--- config.mk ---
export PLATFORM = sky130hd
export DESIGN_NAME = gap_order_bank
export DESIGN_NICKNAME = d
export VERILOG_FILES = /design/src/core/gap_bank_pkg.sv /design/src/core/gap_cfg_if.sv /design/src/core/gap_select.sv /design/src/core/gap_order_bank.sv
export SDC_FILE = /design/constraint.sdc
export NUM_CORES = 1
export LEC_CHECK = 0
export BUFFER_PORTS_ARGS = -buffer_cell sky130_fd_sc_hd__buf_4
export CAP_MARGIN = 20
export CORE_MARGIN = 4
export CORE_UTILIZATION = 49
export DETAILED_ROUTE_END_ITERATION = 12
export PLACE_DENSITY = 0.71
export SYNTH_ARGS = -nofsm -noshare
export SYNTH_HDL_FRONTEND = slang
export SYNTH_SLANG_ARGS = --single-unit
--- constraint.sdc ---
create_clock -name clock_in -period 8.6 [get_ports clock_in]
set_input_delay 0.43 -clock clock_in [delete_from_list [all_inputs] [get_ports clock_in]]
set_output_delay 0.43 -clock clock_in [all_outputs]
set_load 0.01 [all_outputs]
--- src/core/gap_bank_pkg.sv ---
// Package: command codes, field layouts, reset values and widths of the deadtime and rail order bank
package gap_bank_pkg;
    // Command codes on the management bus
    localparam logic [7:0] CMD_EXT_TEMP_CAL_OFFSET = 8'hDA;
    localparam logic [7:0] CMD_STRAPPED_VOUT_CEILING = 8'hDB;
    localparam logic [7:0] CMD_SENSE_TEMP_CORRECTION = 8'hDC;
    localparam logic [7:0] CMD_SWITCH_GAP_VALUES = 8'hDD;
    localparam logic [7:0] CMD_SWITCH_GAP_MODE_LIMITS = 8'hDE;
    localparam logic [7:0] CMD_RAIL_ORDER_LINKS = 8'hE0;

    // Field positions
    localparam int GAP_HL_LSB = 8;
    localparam int GAP_LH_LSB = 0;
    localparam int GAP_W = 8;
    localparam int MIN_HL_LSB = 8;
    localparam int MIN_LH_LSB = 0;
    localparam int MIN_W = 7;
    localparam int FREEZE_HL_BIT = 15;
    localparam int FREEZE_LH_BIT = 7;
    localparam int PRE_ID_LSB = 8;
    localparam int POST_ID_LSB = 0;
    localparam int ID_W = 5;
    localparam int PRE_EN_BIT = 15;
    localparam int POST_EN_BIT = 7;

    // Writable bit masks; unassigned bits read zero
    localparam logic [15:0] MODE_LIMITS_MASK = 16'hFFFF;
    localparam logic [15:0] ORDER_LINKS_MASK = 16'h9F9F;
    localparam logic [15:0] BYTE_MASK = 16'h00FF;

    // Reset values
    localparam logic [15:0] EXT_TEMP_CAL_OFFSET_RST = 16'h0000;
    localparam logic [7:0] SENSE_TEMP_CORRECTION_RST = 8'h00;
    localparam logic [15:0] SWITCH_GAP_VALUES_RST = 16'h0000;
    localparam logic [15:0] SWITCH_GAP_MODE_LIMITS_RST = 16'h0000;
    localparam logic [15:0] RAIL_ORDER_LINKS_RST = 16'h0000;
    // Adaptive ceiling after reset, in ns
    localparam logic signed [7:0] GAP_MAX_RST_NS = 8'sh3C;
    // Step of the minimum limit fields, in ns
    localparam int MIN_STEP_NS = 2;
    // Internal signed width for deadtime arithmetic, in ns
    localparam int NS_W = 10;

    typedef logic signed [NS_W-1:0] ns_t;
endpackage : gap_bank_pkg

--- src/core/gap_cfg_if.sv ---
// Interface: stored deadtime settings toward the deadtime selector and its chosen values back
`timescale 1ns/100ps
`default_nettype none
interface gap_cfg_if;
    logic signed [7:0] gap_hl;
    logic signed [7:0] gap_lh;
    logic signed [7:0] max_hl;
    logic signed [7:0] max_lh;
    logic signed [6:0] min_hl;
    logic signed [6:0] min_lh;
    logic freeze_hl;
    logic freeze_lh;
    logic signed [7:0] eff_hl;
    logic signed [7:0] eff_lh;

    modport bank (output gap_hl, gap_lh, max_hl, max_lh, min_hl, min_lh, freeze_hl, freeze_lh,
                  input eff_hl, eff_lh);
    modport sel (input gap_hl, gap_lh, max_hl, max_lh, min_hl, min_lh, freeze_hl, freeze_lh,
                 output eff_hl, eff_lh);
endinterface : gap_cfg_if
`default_nettype wire

--- src/core/gap_select.sv ---
// Deadtime selector: clamps adaptive proposals per edge, or applies the stored value when frozen
`timescale 1ns/100ps
`default_nettype none
module gap_select
    import gap_bank_pkg::*;
(
    input wire logic clk,
    input wire logic rst_n,
    input wire logic signed [7:0] adapt_hl_in,
    input wire logic signed [7:0] adapt_lh_in,
    gap_cfg_if.sel cfg
);
    logic signed [7:0] adapt [2];
    logic signed [7:0] stored [2];
    logic signed [7:0] maxv [2];
    logic signed [6:0] minv [2];
    logic frz [2];

    assign adapt[0] = adapt_hl_in;
    assign adapt[1] = adapt_lh_in;
    assign stored[0] = cfg.gap_hl;
    assign stored[1] = cfg.gap_lh;
    assign maxv[0] = cfg.max_hl;
    assign maxv[1] = cfg.max_lh;
    assign minv[0] = cfg.min_hl;
    assign minv[1] = cfg.min_lh;
    assign frz[0] = cfg.freeze_hl;
    assign frz[1] = cfg.freeze_lh;

    // Index 0 is the high-to-low edge, index 1 the low-to-high edge
    for (genvar e = 0; e < 2; e++) begin : g_edge
        ns_t lo;
        ns_t hi;
        ns_t prop;
        ns_t pick;
        // One register per edge, so each has a single driving process
        logic signed [7:0] eff_q;
        assign lo = ns_t'(minv[e]) * ns_t'(MIN_STEP_NS);
        assign hi = ns_t'(maxv[e]);
        assign prop = ns_t'(adapt[e]);
        // A floor above the ceiling is a host error; the floor wins so overlap never grows past it
        always_comb begin
            if (prop > hi) begin
                pick = hi;
            end else begin
                pick = prop;
            end
            if (pick < lo) begin
                pick = lo;
            end
        end
        always_ff @(posedge clk or negedge rst_n) begin
            if (!rst_n) begin
                eff_q <= 8'sh00;
            end else if (frz[e]) begin
                eff_q <= stored[e];
            end else begin
                eff_q <= pick[7:0];
            end
        end
    end

    assign cfg.eff_hl = g_edge[0].eff_q;
    assign cfg.eff_lh = g_edge[1].eff_q;
endmodule : gap_select
`default_nettype wire

--- src/core/gap_order_bank.sv ---
// Register bank: deadtime settings, adaptive limits, rail order links and calibration words
`timescale 1ns/100ps
`default_nettype none
// Overview of operation
// - Temperature offset word stored, no functional effect
// - Read-only word returns strapped output ceiling
// - Eight-bit sense temperature correction factor stored
// - Upper byte: signed high-to-low deadtime ns
// - Lower byte: signed low-to-high deadtime ns
// - Positive means gap, negative means overlap
// - Adaptive high-to-low ceiling defaults to sixty
// - Gap write then config write sets maxima
// - Adaptive off: drive stored deadtime values
// - Bits 14:8 floor high-to-low at twice count
// - Bits 6:0 floor low-to-high at twice count
// - Bit 15 set freezes high-to-low deadtime
// - Bit 7 set freezes low-to-high deadtime
// - Bits 12:8 name predecessor rail identifier
// - Bits 4:0 name successor rail identifier
// - Bit 15 enables predecessor link
// - Bit 7 enables successor link
module gap_order_bank
    import gap_bank_pkg::*;
(
    input wire logic clock_in,
    input wire logic resetn_in,
    input wire logic [7:0] cmd_in,
    input wire logic wr_in,
    input wire logic [15:0] wdata_in,
    input wire logic rd_in,
    input wire logic [15:0] strap_vout_ceiling_in,
    input wire logic signed [7:0] adapt_hl_in,
    input wire logic signed [7:0] adapt_lh_in,
    output logic [15:0] rdata_out,
    output logic rd_valid_out,
    output logic cmd_err_out,
    output logic signed [7:0] gap_hl_out,
    output logic signed [7:0] gap_lh_out,
    output logic pre_en_out,
    output logic [4:0] pre_id_out,
    output logic post_en_out,
    output logic [4:0] post_id_out,
    output logic [7:0] sense_temp_correction_out
);
    logic rst_meta_q;
    logic rst_sync_q;
    logic rst_n;

    logic [15:0] ext_temp_cal_offset_q;
    logic [15:0] strapped_vout_ceiling_q;
    logic strap_taken_q;
    logic [7:0] sense_temp_correction_q;
    logic [15:0] switch_gap_values_q;
    logic [15:0] switch_gap_mode_limits_q;
    logic [15:0] rail_order_links_q;
    logic signed [7:0] max_hl_q;
    logic signed [7:0] max_lh_q;
    logic last_was_gap_q;

    logic [15:0] rdata_q;
    logic rd_valid_q;
    logic cmd_err_q;
    logic [15:0] read_mux;
    logic known_cmd;
    logic writable_cmd;

    gap_cfg_if cfg ();

    // Reset release through two flops
    always_ff @(posedge clock_in or negedge resetn_in) begin
        if (!resetn_in) begin
            rst_meta_q <= 1'b0;
            rst_sync_q <= 1'b0;
        end else begin
            rst_meta_q <= 1'b1;
            rst_sync_q <= rst_meta_q;
        end
    end
    assign rst_n = rst_sync_q;

    always_comb begin
        known_cmd = 1'b1;
        writable_cmd = 1'b1;
        case (cmd_in)
            CMD_EXT_TEMP_CAL_OFFSET: writable_cmd = 1'b1;
            CMD_STRAPPED_VOUT_CEILING: writable_cmd = 1'b0;
            CMD_SENSE_TEMP_CORRECTION: writable_cmd = 1'b1;
            CMD_SWITCH_GAP_VALUES: writable_cmd = 1'b1;
            CMD_SWITCH_GAP_MODE_LIMITS: writable_cmd = 1'b1;
            CMD_RAIL_ORDER_LINKS: writable_cmd = 1'b1;
            default: begin
                known_cmd = 1'b0;
                writable_cmd = 1'b0;
            end
        endcase
    end

    // Strapped ceiling is caught once, on the first edge after reset release
    always_ff @(posedge clock_in or negedge rst_n) begin
        if (!rst_n) begin
            strapped_vout_ceiling_q <= 16'h0000;
            strap_taken_q <= 1'b0;
        end else if (!strap_taken_q) begin
            strapped_vout_ceiling_q <= strap_vout_ceiling_in;
            strap_taken_q <= 1'b1;
        end
    end

    // Calibration words
    always_ff @(posedge clock_in or negedge rst_n) begin
        if (!rst_n) begin
            ext_temp_cal_offset_q <= EXT_TEMP_CAL_OFFSET_RST;
            sense_temp_correction_q <= SENSE_TEMP_CORRECTION_RST;
        end else if (wr_in) begin
            if (cmd_in == CMD_EXT_TEMP_CAL_OFFSET) begin
                ext_temp_cal_offset_q <= wdata_in;
            end
            if (cmd_in == CMD_SENSE_TEMP_CORRECTION) begin
                sense_temp_correction_q <= wdata_in[7:0];
            end
        end
    end

    // Deadtime word; factory value is meant to stay, but writes are honoured
    always_ff @(posedge clock_in or negedge rst_n) begin
        if (!rst_n) begin
            switch_gap_values_q <= SWITCH_GAP_VALUES_RST;
        end else if (wr_in && cmd_in == CMD_SWITCH_GAP_VALUES) begin
            switch_gap_values_q <= wdata_in;
        end
    end

    // Mode and floor word
    always_ff @(posedge clock_in or negedge rst_n) begin
        if (!rst_n) begin
            switch_gap_mode_limits_q <= SWITCH_GAP_MODE_LIMITS_RST;
        end else if (wr_in && cmd_in == CMD_SWITCH_GAP_MODE_LIMITS) begin
            switch_gap_mode_limits_q <= wdata_in & MODE_LIMITS_MASK;
        end
    end

    // Any accepted command other than a deadtime write breaks the back-to-back pair
    always_ff @(posedge clock_in or negedge rst_n) begin
        if (!rst_n) begin
            last_was_gap_q <= 1'b0;
        end else if (wr_in || rd_in) begin
            last_was_gap_q <= wr_in && cmd_in == CMD_SWITCH_GAP_VALUES;
        end
    end

    // Adaptive ceilings
    always_ff @(posedge clock_in or negedge rst_n) begin
        if (!rst_n) begin
            max_hl_q <= GAP_MAX_RST_NS;
            max_lh_q <= GAP_MAX_RST_NS;
        end else if (wr_in && cmd_in == CMD_SWITCH_GAP_MODE_LIMITS && last_was_gap_q) begin
            max_hl_q <= switch_gap_values_q[GAP_HL_LSB +: GAP_W];
            max_lh_q <= switch_gap_values_q[GAP_LH_LSB +: GAP_W];
        end
    end

    // Rail order links
    always_ff @(posedge clock_in or negedge rst_n) begin
        if (!rst_n) begin
            rail_order_links_q <= RAIL_ORDER_LINKS_RST;
        end else if (wr_in && cmd_in == CMD_RAIL_ORDER_LINKS) begin
            rail_order_links_q <= wdata_in & ORDER_LINKS_MASK;
        end
    end

    always_comb begin
        case (cmd_in)
            CMD_EXT_TEMP_CAL_OFFSET: read_mux = ext_temp_cal_offset_q;
            CMD_STRAPPED_VOUT_CEILING: read_mux = strapped_vout_ceiling_q;
            CMD_SENSE_TEMP_CORRECTION: read_mux = {8'h00, sense_temp_correction_q};
            CMD_SWITCH_GAP_VALUES: read_mux = switch_gap_values_q;
            CMD_SWITCH_GAP_MODE_LIMITS: read_mux = switch_gap_mode_limits_q;
            CMD_RAIL_ORDER_LINKS: read_mux = rail_order_links_q & ORDER_LINKS_MASK;
            default: read_mux = 16'h0000;
        endcase
    end

    // Read answer one cycle after the strobe; unknown command reads zero and flags an error
    always_ff @(posedge clock_in or negedge rst_n) begin
        if (!rst_n) begin
            rdata_q <= 16'h0000;
            rd_valid_q <= 1'b0;
            cmd_err_q <= 1'b0;
        end else begin
            rd_valid_q <= rd_in && !wr_in;
            if (rd_in && !wr_in) begin
                rdata_q <= read_mux;
            end
            cmd_err_q <= (rd_in && !known_cmd) || (wr_in && !writable_cmd);
        end
    end

    assign cfg.gap_hl = switch_gap_values_q[GAP_HL_LSB +: GAP_W];
    assign cfg.gap_lh = switch_gap_values_q[GAP_LH_LSB +: GAP_W];
    assign cfg.max_hl = max_hl_q;
    assign cfg.max_lh = max_lh_q;
    assign cfg.min_hl = switch_gap_mode_limits_q[MIN_HL_LSB +: MIN_W];
    assign cfg.min_lh = switch_gap_mode_limits_q[MIN_LH_LSB +: MIN_W];
    assign cfg.freeze_hl = switch_gap_mode_limits_q[FREEZE_HL_BIT];
    assign cfg.freeze_lh = switch_gap_mode_limits_q[FREEZE_LH_BIT];

    // Effective deadtimes are registered in the selector; sign gives gap or overlap
    gap_select u_select (
        .clk(clock_in),
        .rst_n(rst_n),
        .adapt_hl_in(adapt_hl_in),
        .adapt_lh_in(adapt_lh_in),
        .cfg(cfg)
    );

    assign gap_hl_out = cfg.eff_hl;
    assign gap_lh_out = cfg.eff_lh;
    assign rdata_out = rdata_q;
    assign rd_valid_out = rd_valid_q;
    assign cmd_err_out = cmd_err_q;
    assign pre_en_out = rail_order_links_q[PRE_EN_BIT];
    assign pre_id_out = rail_order_links_q[PRE_ID_LSB +: ID_W];
    assign post_en_out = rail_order_links_q[POST_EN_BIT];
    assign post_id_out = rail_order_links_q[POST_ID_LSB +: ID_W];
    assign sense_temp_correction_out = sense_temp_correction_q;
endmodule : gap_order_bank
`default_nettype wire

==> impl.org <==
** GRT
- Number of global-route vias before repair :: 5165
- Maximum number of pins on one net before global-route repair :: 74
- Global routing finished with a remaining overflow of 0.
- Global routing used 29.4% of the available met1 tracks.
- First-pass GRT wire length :: 27100 um
- Initial antenna violation count :: 0
- Global route hottest layer :: met2
- For met2 alone, demand over resource in global routing was 34.2%.
- Met3 GRT Util :: 3.85%
- Overall routing resource usage :: 21.3%

** Timing
- Setup repair after global routing left no endpoint under its margin.
- In the final timing run, aggregate negative setup slack is 0 ps.
- Dividing the final minimum period by the clock period gives 47.9%.
- For the pin with the worst max-slew slack, the measured transition is 991 ps.
- Derived from the worst setup path, the maximum achievable clock frequency is 0.243 GHz.
- Setup violations remaining at the end of the flow were counted as 0.
- The final count of hold timing violations is 0.
- The routed design could run at a clock period as short as 4120 ps.
- Headroom to the max-slew limit came out at 33.7%.
- The final-report max-slew violation count came to 0.
- On the final layout, the worst clock skew is 9.43 ps.
- Final hold slack :: 242 ps

** CTS
- TritonCTS clock tree :: built
- Worst-case clock buffer depth :: 2
- CTS placed an instance of sky130_fd_sc_hd__clkbuf_16 at the clock tree root.
- Clock-pin transition on the worst setup and hold timing paths :: 60 ps
- Number of gates resized after CTS :: 0
- Clock network latency to the later pin of the worst-skew pair :: 420 ps
- The H-tree was split into 4 levels.
- Clock tree synthesis inserted a total of 17 buffers.
- TritonCTS sink count :: 138

** Final layout
- The repair_antennas step left the layout with diodes totalling 0.
- After the last flow step, the layout net total stands at 797.
- Leaving out fill and tap cells, the most frequent cells in the layout are sky130_fd_sc_hd__dfrtp_1, sky130_fd_sc_hd__buf_4, sky130_fd_sc_hd__mux2_2, sky130_fd_sc_hd__nand2_1, sky130_fd_sc_hd__inv_1.
- Leading cell type in the layout, fill and taps excluded :: sky130_fd_sc_hd__dfrtp_1
- Fraction of final layout cells with drive strength greater than 1 :: 37.1%
- Area Growth Syn to Fin :: 22.5%

** Placed design
- The congestion estimate from routability-driven global placement came to 0.855.
- Dpl hpwl :: 12400 um
- Input and output buffers added on the ports amount to 113.

** Worst setup path
- Element type at the critical path end :: flop
- STA classifies the critical path startpoint as a flop.
- Required time reported for the critical path endpoint :: 8860 ps
- Crit path max fanout :: 9
- Crit Path Category :: reg2reg
- For the worst setup path, the data arrival time is 4390 ps.

** Yosys
- After technology mapping, the gate count stands at 600.
- For this run, the register share of the synthesized area comes to 49.7%.
- The Yosys step of the flow raised 0 warnings.
- The top cell type by area accounts for 46.7% of the synthesized area.
- Sorting the synthesized cells by area gives the leading types as sky130_fd_sc_hd__dfrtp_1, sky130_fd_sc_hd__mux2_2, sky130_fd_sc_hd__mux2i_1.
- In this run the cell area of the synthesized design comes to 6970 um2.
- Among all flip-flop cells after synthesis, the most frequent one is sky130_fd_sc_hd__dfrtp_1.
- The biggest area contributor in the post-synthesis netlist is sky130_fd_sc_hd__dfrtp_1.
- Synthesized area divided by synthesized cell count :: 11.6 um2
- Number of distinct library cells after synthesis :: 62
- Synthesis inferred 138 register bits.
- Yosys mapped a number of flops with a built-in enable equal to 0.
- After synthesis, the share of flip-flops with an asynchronous set or reset is 100%.

** Floorplanning
- Die Y-Extent :: 127 um
- Total I/O pin count :: 114
- The core region is 13900 um2.
- Starting utilization of the core area :: 50.2%
- Number of standard-cell rows in the floorplan :: 43
- The die covers 16200 um2.
- Measured along the x axis, the die boundary spans 127 um.

** Route
- First-iteration detailed-routing DRC count :: 265
- Dividing the detail-routed via count by the number of cells gives 5.53.
- In this run the remaining antenna-violating nets after routing total 0.
- In the routed design, unresolved DRC markers number 0.
- Router iterations before antenna repair :: 4
- Routed length per instance :: 18.5 um
- Vias after detailed routing :: 4989
- The routed design has 16700 um of wire.

** Outcome
- The run finished with clean final reports.

** Power and ir drop
- In this run the power spent charging and discharging nets is 0.000380 W.
- Registers are responsible for 44.2% of the overall power.
- Combinational logic is responsible for 11.1% of the overall power.
- Cell-internal power :: 0.00124 W
- In this run the static leakage power is 4.18 nW.
- In this run, the clock network consumes 44.7% of the power.
- Switching part of the total :: 23.5%
- Across the VDD grid, the largest voltage drop is 158 uV.
- Areal power density over the cells :: 189 nW/um2

** Hold path
- In this run the worst hold path is classified as in2reg.

** Run
- Max-cap violations in this run came to 0.
synth_stat cells, types with 2 or more instances:
master,count
sky130_fd_sc_hd__a211o_1,3
sky130_fd_sc_hd__a211oi_1,3
sky130_fd_sc_hd__a21o_1,5
sky130_fd_sc_hd__a21oi_1,22
sky130_fd_sc_hd__a221oi_1,11
sky130_fd_sc_hd__a31o_2,2
sky130_fd_sc_hd__and3_1,3
sky130_fd_sc_hd__buf_1,3
sky130_fd_sc_hd__buf_2,5
sky130_fd_sc_hd__buf_6,2
sky130_fd_sc_hd__clkbuf_1,15
sky130_fd_sc_hd__dfrtp_1,130
sky130_fd_sc_hd__dfstp_2,8
sky130_fd_sc_hd__ha_1,28
sky130_fd_sc_hd__inv_1,40
sky130_fd_sc_hd__mux2_2,95
sky130_fd_sc_hd__mux2_4,10
sky130_fd_sc_hd__mux2i_1,36
sky130_fd_sc_hd__nand2_1,53
sky130_fd_sc_hd__nand2_2,2
sky130_fd_sc_hd__nand2b_1,4
sky130_fd_sc_hd__nand3_1,4
sky130_fd_sc_hd__nand4_1,3
sky130_fd_sc_hd__nor2_1,25
sky130_fd_sc_hd__nor2b_1,2
sky130_fd_sc_hd__nor3_1,2
sky130_fd_sc_hd__o21a_1,4
sky130_fd_sc_hd__o21ai_0,39
sky130_fd_sc_hd__o21ai_1,2
sky130_fd_sc_hd__o21bai_1,2
sky130_fd_sc_hd__o221ai_1,3
sky130_fd_sc_hd__o22ai_1,4
power by group through the flow:
stage          combinational [W]  clock (W)  sequential [W]
5_1_grt                 0.000198   0.000760        0.000719
6_report                0.000180   0.000723        0.000714
4_1_cts                 0.000182   0.000732        0.000714
3_3_place_gp            0.000175          0        0.000723
2_1_floorplan           0.000102          0        0.000723
3_5_place_dp            0.000180          0        0.000726
critical path: stages, from the launching register on:
cell                        delay [ps]
sky130_fd_sc_hd__dfstp_2           530
sky130_fd_sc_hd__inv_1              40
sky130_fd_sc_hd__ha_1              250
sky130_fd_sc_hd__and3_1            210
sky130_fd_sc_hd__nand4_1           130
sky130_fd_sc_hd__o221ai_1          220
sky130_fd_sc_hd__nor2_4            280
sky130_fd_sc_hd__mux2_2            390
sky130_fd_sc_hd__ha_1              290
sky130_fd_sc_hd__a211oi_1          240
sky130_fd_sc_hd__o21bai_1          120
sky130_fd_sc_hd__a2111oi_0         400
sky130_fd_sc_hd__o22ai_1           190
sky130_fd_sc_hd__a211o_1           390
sky130_fd_sc_hd__mux2i_1           190
sky130_fd_sc_hd__o21ai_0            90
area by class of cell:
cell class / instances / area [um2]
clock buffers: 24 / 502
repair buffers: 115 / 866
fillers: 1156 / 5350
inverters: 40 / 150
clock inverters: 8 / 90.1
flip-flops and latches: 138 / 3470
multi-input cells: 397 / 3230
well taps: 180 / 225
metrics by stage:
| step | total power, W | util [%] | setup WS [ps] | area [um2] | std cells |
|---|---|---|---|---|---|
| floorplan | 0.000825 | - | 4480 | 6970 | 601 |
| global placement | 0.000897 | 57.1 | 4550 | 7930 | 869 |
| detailed placement | 0.000905 | 57.1 | 4420 | 7930 | 869 |
| CTS | 0.00163 | 61.5 | 4490 | 8530 | 902 |
| global route | 0.00168 | 61.5 | 4190 | 8530 | 902 |
| finish | 0.00162 | 61.5 | 4480 | 8530 | 902 |
logic make-up after synthesis:
logic type	synth area share (%)
mux	22.8
buf+inv	3.92
simple gates	7.72
other cells	0.0538
flops	49.7
fa+ha+maj	5.03
compound gates	10.7
per-layer routing:
metal / up-vias / wire length (um)
met4: 0 / 294
met3: 25 / 608
li1: 2365 / -
met1: 2483 / 7740
met5: - / 0
met2: 116 / 8060
timing repair:
| item | in CTS | in global routing |
|---|---|---|
| endpoints found under the hold margin | 2 | 0 |
| hold buffers | 1 | 0 |
| setup buffers | 0 | 0 |
flip-flops by register name, summed over array words and instances, names as in the netlist:
register / flops
sense_temp_correction_out: 8
cfg.max_hl: 8
rst_n: 1
u_select.cfg.eff_hl: 8
switch_gap_values_q: 16
rd_valid_out: 1
strap_taken_q: 1
cfg.max_lh: 8
u_select.cfg.eff_lh: 8
rst_meta_q: 1
switch_gap_mode_limits_q: 16
last_was_gap_q: 1
ext_temp_cal_offset_q: 16
cmd_err_out: 1
rdata_out: 16
strapped_vout_ceiling_q: 16
rail_order_links_q: 12
final timing paths:
path / from / to / slack [ps] / cells after the start
max: cfg.max_lh[5]$_DFFE_PN1P_ / u_select.cfg.eff_lh[2]$_DFF_PN0_ / 4480 / 15
min: rd_in / last_was_gap_q$_DFFE_PN0P_ / 240 / 2
max reg2reg: cfg.max_lh[5]$_DFFE_PN1P_ / u_select.cfg.eff_lh[2]$_DFF_PN0_ / 4480 / 15
min reg2reg: rst_meta_q$_DFF_PN0_ / rst_n$_DFF_PN0_ / 350 / 0
max in group asynchronous: rst_n$_DFF_PN0_ / strapped_vout_ceiling_q[5]$_DFFE_PN0N_ / 6760 / 1
min in group asynchronous: resetn_in / rst_n$_DFF_PN0_ / 330 / 2
Power figures use the tool's default switching activity.
